<file path="src/mad_pkg.sv">
// Operation
// eight-bit level mask, reset 1001_1111
// software writes zero to mask bits 6:5
// nine-bit one-hot level result in bits 10:2
// read-only valid flag in bit 1
// presence bit 0 set below 30k ohm
// detection itself enables the selected reference
// switched-off bias powered only around each measurement
// wait bias startup delay before measuring
// software uses 16ms startup with slow ramp
// software uses 0.25ms startup with fast ramp
// software clears discharge when bias switched
// masked levels never appear in result
// masked level reports next lower enabled level
// measurement lasts 100 to 500 microseconds
// detect only when enabled and mic mode
// programmable gap between successive measurements
// debounce of 2 or 4 identical measurements
// valid stays set while detection enabled
// one level bit, updated together with presence
package mad_pkg;

  // register indices
  localparam logic [15:0] ADDR_MODE = 16'h0293;
  localparam logic [15:0] ADDR_CTRL = 16'h02a3;
  localparam logic [15:0] ADDR_MASK = 16'h02a4;
  localparam logic [15:0] ADDR_STAT = 16'h02a5;

  // reset values
  localparam logic [15:0] CTRL_RESET = 16'h1102;
  localparam logic [7:0] MASK_RESET = 8'h9f;
  localparam logic [1:0] MODE_RESET = 2'h0;
  localparam logic MODE_SRC_RESET = 1'h0;

  // field positions
  localparam int CTRL_START_LSB = 12;
  localparam int CTRL_RATE_LSB = 8;
  localparam int CTRL_REF_LSB = 4;
  localparam int CTRL_DBT_BIT = 1;
  localparam int CTRL_ENA_BIT = 0;
  localparam int MODE_SRC_BIT = 13;
  localparam int MODE_LSB = 0;
  localparam int STAT_LVL_LSB = 2;
  localparam int STAT_VALID_BIT = 1;
  localparam int STAT_PRES_BIT = 0;

  // writable bits of the control and mask registers
  localparam logic [15:0] CTRL_WMASK = 16'hff33;
  localparam logic [7:0] MASK_WMASK = 8'h9f;

  // encodings
  localparam logic [1:0] MODE_MIC_A = 2'h0;
  localparam logic [1:0] MODE_MIC_B = 2'h3;
  localparam logic [1:0] REF_SUPPLY = 2'h0;
  localparam logic [2:0] LVL_HIGH = 3'h6;
  localparam logic [2:0] LVL_OPEN = 3'h7;
  localparam logic [3:0] DELAY_CODE_MAX = 4'hc;
  localparam logic [2:0] DB_SHORT = 3'h2;
  localparam logic [2:0] DB_LONG = 3'h4;

  // timing
  localparam int CLK_HZ = 20_000_000;
  localparam int DELAY_UNIT_US = 250;
  localparam int DELAY_UNIT_CYCLES = CLK_HZ / 1_000_000 * DELAY_UNIT_US;
  localparam int MEAS_MAX_US = 500;
  localparam int MEAS_MAX_CYCLES = CLK_HZ / 1_000_000 * MEAS_MAX_US;
  localparam int TICKS_W = 12;
  localparam int CYC_W = 16;

  typedef enum logic [3:0] {
    ST_IDLE = 4'b0001,
    ST_GAP = 4'b0010,
    ST_BIAS = 4'b0100,
    ST_MEAS = 4'b1000
  } mad_state_t;

endpackage : mad_pkg

</file>
<file path="src/mad_sync.sv">
`timescale 1ns/1ps
module mad_sync #(
  parameter int WIDTH = 1
) (
  // clock and reset
  input wire logic clock,
  input wire logic arst_n,
  // async input and filtered output
  input wire logic [WIDTH-1:0] din,
  output logic [WIDTH-1:0] dout
);

  logic [WIDTH-1:0] s1_reg;
  logic [WIDTH-1:0] s2_reg;
  logic [WIDTH-1:0] s3_reg;
  logic [WIDTH-1:0] dout_reg;
  logic [WIDTH-1:0] dout_next;

  // accept a change once stages two and three agree
  always_comb begin
    dout_next = (s2_reg == s3_reg) ? s3_reg : dout_reg;
  end

  always_ff @(posedge clock or negedge arst_n) begin
    if (!arst_n) begin
      s1_reg <= '0;
      s2_reg <= '0;
      s3_reg <= '0;
      dout_reg <= '0;
    end else begin
      s1_reg <= din;
      s2_reg <= s1_reg;
      s3_reg <= s2_reg;
      dout_reg <= dout_next;
    end
  end

  assign dout = dout_reg;

endmodule : mad_sync

</file>
<file path="src/mad_debounce.sv">
`timescale 1ns/1ps
module mad_debounce
  import mad_pkg::*;
(
  // clock and reset
  input wire logic clock,
  input wire logic arst_n,
  // control
  input wire logic clear,
  input wire logic long_sel,
  // mapped samples
  input wire logic sample_stb,
  input wire logic [2:0] sample_code,
  // settled result
  output logic [8:0] level_result,
  output logic present,
  output logic valid
);

  logic [2:0] last_reg, last_next;
  logic [2:0] cnt_reg, cnt_next;
  logic [8:0] lvl_reg, lvl_next;
  logic pres_reg, pres_next;
  logic valid_reg, valid_next;

  always_comb begin
    last_next = last_reg;
    cnt_next = cnt_reg;
    lvl_next = lvl_reg;
    pres_next = pres_reg;
    valid_next = valid_reg;
    if (clear) begin
      cnt_next = 3'h0;
      lvl_next = 9'h000;
      pres_next = 1'b0;
      valid_next = 1'b0;
    end else if (sample_stb) begin
      // count identical measurements
      if (sample_code == last_reg && cnt_reg != 3'h0) begin
        cnt_next = (cnt_reg == DB_LONG) ? cnt_reg : cnt_reg + 3'h1;
      end else begin
        cnt_next = 3'h1;
        last_next = sample_code;
      end
      if (cnt_next >= (long_sel ? DB_LONG : DB_SHORT)) begin
        // one-hot level with presence together
        lvl_next = 9'h000;
        if (sample_code >= LVL_HIGH) begin
          lvl_next[8] = 1'b1;
        end else begin
          lvl_next[sample_code] = 1'b1;
        end
        // present below 30k
        pres_next = (sample_code != LVL_OPEN);
        // valid held while enabled
        valid_next = 1'b1;
      end
    end
  end

  always_ff @(posedge clock or negedge arst_n) begin
    if (!arst_n) begin
      last_reg <= 3'h0;
      cnt_reg <= 3'h0;
      lvl_reg <= 9'h000;
      pres_reg <= 1'b0;
      valid_reg <= 1'b0;
    end else begin
      last_reg <= last_next;
      cnt_reg <= cnt_next;
      lvl_reg <= lvl_next;
      pres_reg <= pres_next;
      valid_reg <= valid_next;
    end
  end

  assign level_result = lvl_reg;
  assign present = pres_reg;
  assign valid = valid_reg;

endmodule : mad_debounce

</file>
<file path="src/mad_top.sv">
`timescale 1ns/1ps
module mad_top
  import mad_pkg::*;
#(
  parameter int UNIT_CYCLES = DELAY_UNIT_CYCLES,
  parameter int MEAS_TIMEOUT = MEAS_MAX_CYCLES
) (
  // clock and reset
  input wire logic clock,
  input wire logic arst_n,
  // register port
  input wire logic [15:0] reg_addr,
  input wire logic [15:0] reg_wdata,
  input wire logic reg_wr,
  output logic [15:0] reg_rdata,
  // reference control
  input wire logic [2:0] bias_source_enable,
  output logic [3:0] ref_request,
  output logic detect_pin_select,
  // measurement front end
  output logic meas_req,
  input wire logic meas_done_async,
  input wire logic [2:0] meas_level_async
);

  localparam logic [CYC_W-1:0] UNIT_LAST = CYC_W'(UNIT_CYCLES - 1);
  localparam logic [CYC_W-1:0] MEAS_LAST = CYC_W'(MEAS_TIMEOUT - 1);

  // startup or gap code to 0.25ms ticks
  function automatic logic [TICKS_W-1:0] delay_ticks(input logic [3:0] code);
    logic [3:0] c;
    c = (code > DELAY_CODE_MAX) ? DELAY_CODE_MAX : code;
    if (c == 4'h0) begin
      delay_ticks = '0;
    end else begin
      delay_ticks = TICKS_W'(1) << (c - 4'h1);
    end
  endfunction : delay_ticks

  // masked level falls to next lower enabled one
  function automatic logic [2:0] map_level(input logic [2:0] raw, input logic [7:0] mask);
    logic [2:0] r;
    logic found;
    r = 3'h0;
    found = 1'b0;
    if (raw == LVL_OPEN) begin
      r = LVL_OPEN;
    end else begin
      for (int i = 6; i >= 1; i--) begin
        if (!found && 3'(i) <= raw && ((i == 6) ? mask[7] : mask[i-1])) begin
          r = 3'(i);
          found = 1'b1;
        end
      end
    end
    map_level = r;
  endfunction : map_level

  // register state
  logic [15:0] ctrl_reg, ctrl_next;
  logic [7:0] mask_reg, mask_next;
  logic [1:0] mode_reg, mode_next;
  logic src_reg, src_next;
  logic [15:0] rdata_reg, rdata_next;

  // sequencer state
  mad_state_t state_reg, state_next;
  logic [CYC_W-1:0] cyc_reg, cyc_next;
  logic [TICKS_W-1:0] wait_reg, wait_next;
  logic done_prev_reg, done_prev_next;
  logic stb_reg, stb_next;
  logic [2:0] code_reg, code_next;
  logic [3:0] refreq_reg, refreq_next;
  logic req_reg, req_next;

  // synchronised front end
  logic [3:0] fe_sync;
  logic done_s;
  logic [2:0] level_s;

  // settled result
  logic [8:0] level_result;
  logic present_flag;
  logic valid_flag;

  // decoded controls
  logic run;
  logic need_bias;
  logic [1:0] ref_sel;
  logic [TICKS_W-1:0] start_ticks;
  logic [TICKS_W-1:0] gap_ticks;

  mad_sync #(
    .WIDTH(4)
  ) u_sync (
    .clock(clock),
    .arst_n(arst_n),
    .din({meas_done_async, meas_level_async}),
    .dout(fe_sync)
  );

  assign done_s = fe_sync[3];
  assign level_s = fe_sync[2:0];

  mad_debounce u_debounce (
    .clock(clock),
    .arst_n(arst_n),
    .clear(!run),
    .long_sel(ctrl_reg[CTRL_DBT_BIT]),
    .sample_stb(stb_reg),
    .sample_code(code_reg),
    .level_result(level_result),
    .present(present_flag),
    .valid(valid_flag)
  );

  always_comb begin
    ref_sel = ctrl_reg[CTRL_REF_LSB +: 2];
    // mic detection only in mic mode
    run = ctrl_reg[CTRL_ENA_BIT] && (mode_reg == MODE_MIC_A || mode_reg == MODE_MIC_B);
    need_bias = (ref_sel != REF_SUPPLY) && !bias_source_enable[ref_sel - 2'h1];
    start_ticks = delay_ticks(ctrl_reg[CTRL_START_LSB +: 4]);
    gap_ticks = delay_ticks(ctrl_reg[CTRL_RATE_LSB +: 4]);
  end

  // register writes and reads
  always_comb begin
    ctrl_next = ctrl_reg;
    mask_next = mask_reg;
    mode_next = mode_reg;
    src_next = src_reg;
    if (reg_wr) begin
      unique case (reg_addr)
        ADDR_CTRL: begin
          ctrl_next = reg_wdata & CTRL_WMASK;
        end
        // level mask, R2 bits 6:5 kept zero
        ADDR_MASK: begin
          mask_next = reg_wdata[7:0] & MASK_WMASK;
        end
        ADDR_MODE: begin
          mode_next = reg_wdata[MODE_LSB +: 2];
          src_next = reg_wdata[MODE_SRC_BIT];
        end
        default: begin
        end
      endcase
    end
    rdata_next = 16'h0000;
    unique case (reg_addr)
      ADDR_CTRL: begin
        rdata_next = ctrl_reg;
      end
      ADDR_MASK: begin
        rdata_next = {8'h00, mask_reg};
      end
      ADDR_MODE: begin
        rdata_next[MODE_LSB +: 2] = mode_reg;
        rdata_next[MODE_SRC_BIT] = src_reg;
      end
      // level, R4 valid, R5 presence
      ADDR_STAT: begin
        rdata_next[STAT_LVL_LSB +: 9] = level_result;
        rdata_next[STAT_VALID_BIT] = valid_flag;
        rdata_next[STAT_PRES_BIT] = present_flag;
      end
      default: begin
      end
    endcase
  end

  always_ff @(posedge clock or negedge arst_n) begin
    if (!arst_n) begin
      ctrl_reg <= CTRL_RESET;
      mask_reg <= MASK_RESET;
      mode_reg <= MODE_RESET;
      src_reg <= MODE_SRC_RESET;
      rdata_reg <= 16'h0000;
    end else begin
      ctrl_reg <= ctrl_next;
      mask_reg <= mask_next;
      mode_reg <= mode_next;
      src_reg <= src_next;
      rdata_reg <= rdata_next;
    end
  end

  // measurement sequencer
  always_comb begin
    state_next = state_reg;
    cyc_next = cyc_reg;
    wait_next = wait_reg;
    done_prev_next = done_s;
    stb_next = 1'b0;
    code_next = code_reg;
    if (!run) begin
      state_next = ST_IDLE;
      cyc_next = '0;
      wait_next = '0;
    end else begin
      unique case (state_reg)
        ST_IDLE, ST_GAP: begin
          // gap counted in 0.25ms ticks
          if (state_reg == ST_GAP && wait_reg != '0) begin
            if (cyc_reg == UNIT_LAST) begin
              cyc_next = '0;
              wait_next = wait_reg - TICKS_W'(1);
            end else begin
              cyc_next = cyc_reg + CYC_W'(1);
            end
          end else if (need_bias && start_ticks != '0) begin
            // startup delay before measuring
            state_next = ST_BIAS;
            cyc_next = '0;
            wait_next = start_ticks;
          end else begin
            state_next = ST_MEAS;
            cyc_next = '0;
          end
        end
        ST_BIAS: begin
          if (wait_reg == '0) begin
            state_next = ST_MEAS;
            cyc_next = '0;
          end else if (cyc_reg == UNIT_LAST) begin
            cyc_next = '0;
            wait_next = wait_reg - TICKS_W'(1);
          end else begin
            cyc_next = cyc_reg + CYC_W'(1);
          end
        end
        ST_MEAS: begin
          // result or timeout after 500us
          if (done_s && !done_prev_reg) begin
            // report only enabled levels
            code_next = map_level(level_s, mask_reg);
            stb_next = 1'b1;
            state_next = ST_GAP;
            cyc_next = '0;
            wait_next = gap_ticks;
          end else if (cyc_reg == MEAS_LAST) begin
            state_next = ST_GAP;
            cyc_next = '0;
            wait_next = gap_ticks;
          end else begin
            cyc_next = cyc_reg + CYC_W'(1);
          end
        end
      endcase
    end
    // reference on only around a measurement
    refreq_next = 4'h0;
    if (state_next == ST_BIAS || state_next == ST_MEAS) begin
      refreq_next[ref_sel] = 1'b1;
    end
    req_next = (state_next == ST_MEAS);
  end

  always_ff @(posedge clock or negedge arst_n) begin
    if (!arst_n) begin
      state_reg <= ST_IDLE;
      cyc_reg <= '0;
      wait_reg <= '0;
      done_prev_reg <= 1'b0;
      stb_reg <= 1'b0;
      code_reg <= 3'h0;
      refreq_reg <= 4'h0;
      req_reg <= 1'b0;
    end else begin
      state_reg <= state_next;
      cyc_reg <= cyc_next;
      wait_reg <= wait_next;
      done_prev_reg <= done_prev_next;
      stb_reg <= stb_next;
      code_reg <= code_next;
      refreq_reg <= refreq_next;
      req_reg <= req_next;
    end
  end

  assign reg_rdata = rdata_reg;
  assign ref_request = refreq_reg;
  assign meas_req = req_reg;
  assign detect_pin_select = src_reg;

endmodule : mad_top

</file>
<file path="config.mk">
export PLATFORM = sky130hd
export DESIGN_NAME = mad_top
export DESIGN_NICKNAME = d
export VERILOG_FILES = /design/src/mad_pkg.sv /design/src/mad_sync.sv /design/src/mad_debounce.sv /design/src/mad_top.sv
export SDC_FILE = /design/constraint.sdc
export NUM_CORES = 1
export LEC_CHECK = 0
export ABC_AREA = 1
export BUFFER_PORTS_ARGS = -buffer_cell sky130_fd_sc_hd__buf_2
export CORE_UTILIZATION = 35
export DETAILED_ROUTE_END_ITERATION = 16
export PLACE_DENSITY = 0.57
export REMOVE_ABC_BUFFERS = 1
export SYNTH_ARGS = -nofsm -noshare
export SYNTH_HDL_FRONTEND = slang
export SYNTH_HIERARCHICAL = 1
export SYNTH_SLANG_ARGS = --single-unit
</file>
<file path="constraint.sdc">
create_clock -name clock -period 2.8 [get_ports clock]
set_input_delay 0.14 -clock clock [delete_from_list [all_inputs] [get_ports clock]]
set_output_delay 0.14 -clock clock [all_outputs]
set_load 0.01 [all_outputs]
</file>
=== After elaboration in Yosys (flattened, before gate mapping) ===
Index checks and enable logic that the tools add are counted.

* Register bits: 112
* Input port bits: 42
* Output and inout bits: 22

* Shift operators: 2
* Bitwise operators: 1
* Equal/unequal tests: 23
* Add/subtract/negate cells: 6
* Reduce and logical (&&, ||, !) cells: 44
* $lt $le $gt $ge: 15
* Mux-type cells: 91

{| class="wikitable"
|+ Operators with widths
! kind !! number
|-
| 12-bit two-way mux || 9
|-
| 16-bit two-way mux || 6
|-
| 16-bit by 10-bit == test with 1-bit output, second input constant || 4
|-
| 16-bit case mux with 3 select lines || 1
|-
| 3-bit two-way mux || 14
|-
| 1-bit two-way mux || 38
|-
| 4-bit two-way mux || 9
|-
| 12-bit case mux with 3 select lines || 1
|-
| 9-bit two-way mux || 3
|-
| 9-bit case mux with 3 select lines || 1
|-
| 12-bit nonzero test || 2
|-
| 1-bit by 4-bit << shifter with 12-bit output, first input constant || 2
|-
| 1-bit logical AND || 19
|-
| 16-bit by 1-bit adder with 16-bit output, second input constant || 1
|-
| 16-bit by 13-bit == test with 1-bit output, second input constant || 1
|-
| 16-bit by 14-bit == test with 1-bit output, second input constant || 1
|-
| 12-bit zero test || 1
|-
| 4-bit case mux with 3 select lines || 1
|-
| 12-bit by 1-bit subtractor with 12-bit output, second input constant || 1
|-
| 3-bit <= comparator, first input constant || 3
|-
| 3-bit AND reduction || 3
|-
| 4-bit by 3-bit == test with 1-bit output, second input constant || 2
|-
| 4-bit == test, second input constant || 2
|-
| 4-bit greater-than comparator, second input constant || 2
|-
| 37 further kinds || 55
|}

=== Logic depth before layout (Yosys ltp) ===
* Depth after elaboration: 44
* Depth in mapped cells: 14

=== Modules after synthesis ===
The synthesis kept the hierarchy.

{| class="wikitable"
|+ Modules (own cells, without submodules)
! module !! instances !! cells each !! area an instance (um^2) !! seq. area each (um^2)
|-
| mad_top || 1 || 649 || 4747.1 || 1989.4
|-
| mad_debounce || 1 || 124 || 964.7 || 425.4
|-
| mad_sync || 1 || 51 || 544.3 || 400.4
|}

=== Least setup slack after synthesis ===
No wires, ideal clock.

* Path type: register -> register
* From: register u_debounce.cnt_reg[0]
* To: register u_debounce.lvl_reg[6] (netlist: u_debounce/level_result[6])
* Path slack: 0.772 ns
* Stages on the path, launching flop included: 14
* Path buffers: 0
* Arrival time: 1.957 ns
* Cell sequence: dfrtp_1 -> inv_1 -> ha_1 -> nand2_2 -> nand3_4 -> nor2_4 -> nand2_1 -> inv_1 -> ha_1 -> a21oi_1 -> nand3_4 -> nand2_8 -> inv_2 -> nor2_1

* Word-level cells in the longest chain between the ends: 8
* Elaborated cells on any way between the ends: 11

{| class="wikitable"
|+ RTL lines
! what !! line !! text
|-
| from (decl) || mad_debounce.sv:21 || <nowiki>logic [2:0] cnt_reg, cnt_next;</nowiki>
|-
| from (signal assigned) || mad_debounce.sv:70 || <nowiki>cnt_reg <= cnt_next;</nowiki>
|-
| 3-bit by 1-bit adder with 3-bit output, or another cell as far along || mad_debounce.sv:40 || <nowiki>cnt_next = (cnt_reg == DB_LONG) ? cnt_reg : cnt_reg + 3'h1;</nowiki>
|-
| 3-bit two-way mux / 1-bit logical AND (equally long branches) || mad_debounce.sv:40, mad_debounce.sv:39 ||
|-
| 3-bit two-way mux * || mad_debounce.sv:39 || <nowiki>if (sample_code == last_reg && cnt_reg != 3'h0) begin</nowiki>
|-
| 3-bit two-way mux * || mad_debounce.sv:37 || <nowiki>end else if (sample_stb) begin</nowiki>
|-
| 3-bit two-way mux * || mad_debounce.sv:32 || <nowiki>if (clear) begin</nowiki>
|-
| 3-bit greater-or-equal comparator * || mad_debounce.sv:45 || <nowiki>if (cnt_next >= (long_sel ? DB_LONG : DB_SHORT)) begin</nowiki>
|-
| 2-bit by 1-bit != test with 1-bit output (no source line) * || - ||
|-
| 2-bit AND reduction (no source line) * || - ||
|-
| to (signal assigned) || mad_debounce.sv:71 || <nowiki>lvl_reg <= lvl_next;</nowiki>
|-
| to (decl) || mad_debounce.sv:22 || <nowiki>logic [8:0] lvl_reg, lvl_next;</nowiki>
|}

Every way passes the cells marked *; elsewhere a longest branch is shown, timed or not. The select of a mux whose other input is x is not followed.
A chain may end at the register's enable or synchronous reset.

=== Worst setup path after layout ===
Same ends and word-level chain as after synthesis.

==> impl_metrics.yaml <==
run_status:
  status: "complete, no violations"
sta:
  hold_viol: 0
  tightest_slew_ps: 588
  slew_headroom_pct: 60.4
  setup_tns_ps: 0
  fin_crit_ps: 2210
  slew_violations: 0
  grt_setup_unrepaired: "no"
  finalCritPeriodShare_pct: 78.9
  fmaxAchievable_mhz: 453
  setup-violations-final: 0
  finClkSkew_ps: 6.74
  hold_ws_ps: 24.2
global_route:
  grt-ovfl-total: 0
  grt.total_usage_pct: 17.1
  grt_pass1_vias: 4957
  antenna_found_initial: 0
  grt_max_degree: 47
  grt_first_pass_wirelength_um: 24400
setup_path:
  worstPathArrival_ps: 2500
  end_kind: "register"
  start_kind: "register"
  critPathKind: "register to register"
  cp_data_required_time_ps: 3090
  crit_path_max_fanout: 10
cells_and_area:
  diodes: 0
  area_delta_synth_final_pct: 15.1
  drive_gt1_share_pct: 16.0
  stdcell_area_mm2: 0.00720
  layout_commonest_cell: "nand2_1"
  layout_common_cells: "nand2_1 (239), nand3_1 (105), dfrtp_1 (102)"
  finalNetCount: 952
power:
  p_int_mw: 2.40
  power_mw: 3.15
  power_leakage_nw: 3.65
  powerDensity_mw_per_mm2: 437
  clockPowerShare_pct: 42.4
  switching_share_pct: 23.6
  p_seq_share_pct: 53.0
  pwr-share-comb_pct: 4.5
  p_sw_uw: 744
  vdd.ir_drop.worst_mv: 0.440
synthesis:
  synth_ff_type: "dfrtp_1"
  synth_area_mm2: 0.00626
  synthArstFlopShare_pct: 100
  yosys_warnings: 6
  ys_types: 45
  ys_seq_area_share_pct: 45.0
  syn_inst: 824
  synth-seq-cells: 112
  synth_edf_count: 0
  syn_area_per_cell_um2: 7.59
hold_path:
  hold_path_class: "input port to register"
routing:
  route.detailed.drc: 0
  first_pass_iters: 9
  dr.first_iter.drc_count: 364
  avgRoutedWirePerCell_um: 13.1
  drt-vias-per-instance: 4.77
  routed_wirelength_um: 14800
  drtAntennaViolNets: 0
  vias: 5390
clocking:
  cts_root_buffer: "clkbuf_16"
  cts_tree: "yes"
  cts_buffer_depth: 2
  clock_sinks: 112
  numCtsBuffers: 9
  h-tree-depth: 3
  clk_pin_slew_ps: 80
  clk_latency_ps: 360
floorplan:
  io_pins: 64
  initial_utilization_pct: 36.0
  design.die.area_mm2: 0.0184
  core-area_mm2: 0.0174
  die_w_um: 136
  fp-row-count: 48
  die_y_um: 136
place:
  detailed_place.area_mm2: 0.00680
  portBuffers: 62
  hpwl_um: 11200
  gp_congestion: 0.845
flow_run:
  drv_cap: 0
metal layers:
layer	up-vias	global-route usage (%)	wire length [µm]
met5	-	0	0
met4	0	5.18	209
met3	16	3.18	408
met2	78	29.0	7380
met1	2523	22.0	6770
li1	2773	-	-
path summary, 6_finish.rpt:
check / start / endpoint / slack (ps) / depth (start not counted)
hold reg to reg: u_sync/s1_reg[0] / u_sync/s2_reg[0] / 350 / 0
min in group asynchronous: arst_n / reg_rdata[1] / 330 / 2
setup / recovery: u_debounce/cnt_reg[0] / u_debounce/level_result[6] / 590 / 13
max in group asynchronous: arst_n / ctrl_reg[12] / 1680 / 3
setup reg to reg: u_debounce/cnt_reg[0] / u_debounce/level_result[6] / 590 / 13
hold / removal: reg_wdata[8] / ctrl_reg[8] / 20 / 3
synthesized netlist by cell type, drive strengths merged (2+ instances only):
master | number | area (µm²)
a21oi | 9 | 45.0
a22oi | 2 | 15.0
a31oi | 4 | 25.0
buf | 7 | 65.1
clkbuf | 4 | 15.0
clkinv | 5 | 20.0
dfrtp | 102 | 2550
dfstp | 10 | 263
ha | 10 | 125
inv | 105 | 394
nand2 | 257 | 1040
nand3 | 114 | 646
nand4 | 9 | 71.3
nor2 | 101 | 447
nor3 | 18 | 106
nor3b | 2 | 15.0
o2111ai | 2 | 17.5
o21ai | 35 | 175
o22ai | 3 | 18.8
or2 | 3 | 18.8
xor2 | 15 | 131
per-stage QoR:
stage | setup WS [ps] | utilization (%) | instances
floorplan | 767 | - | 813
global placement | 609 | 39.2 | 1104
detailed placement | 588 | 39.2 | 1104
CTS | 569 | 41.5 | 1130
global route | 429 | 41.5 | 1130
finish | 592 | 41.5 | 1130
critical path, cell delays in order (launching register included):
cell and delay, ps:
dfrtp_1 370, inv_1 80, ha_1 250, nand2_2 100, nand3_4 70, nor2_4 160, nand2_1 80, inv_1 60
ha_1 250, a21oi_1 250, nand3_4 190, nand2_8 140, inv_2 50, nor2_1 80
layout make-up:
type | count | area (µm²)
tap | 225 | 282
clock buffer | 9 | 225
timing repair buffer | 76 | 443
fill | 1786 | 10200
clock inverter | 7 | 76.3
multi-input combinational | 591 | 2950
sequential | 112 | 2820
inverter | 110 | 414
kinds of logic after synthesis:
| family | count (synthesis) | synth area share (%) |
|---|---|---|
| simple gates | 506 | 37.7 |
| buf+inv | 121 | 7.90 |
| flops | 112 | 45.0 |
| compound gates | 60 | 5.34 |
| xor+xnor | 15 | 2.10 |
| fa+ha+maj | 10 | 2.00 |
power by group through the flow:
stage	Clock (mW)	Combinational, mW	Sequential (mW)
after floorplan	0	0.0547	1.69
after global placement	0	0.134	1.70
after detailed placement	0	0.137	1.70
after CTS	1.37	0.148	1.67
after global routing	1.44	0.167	1.67
final	1.34	0.143	1.67
what timing repair did:
item,in CTS,in global routing
hold buffers,10,0
endpoints found under the setup margin,0,0
resized for setup,0,0
hold endpoints to repair,45,0
setup buffers,0,0
No activity file was read; power rests on OpenSTA's default activity.
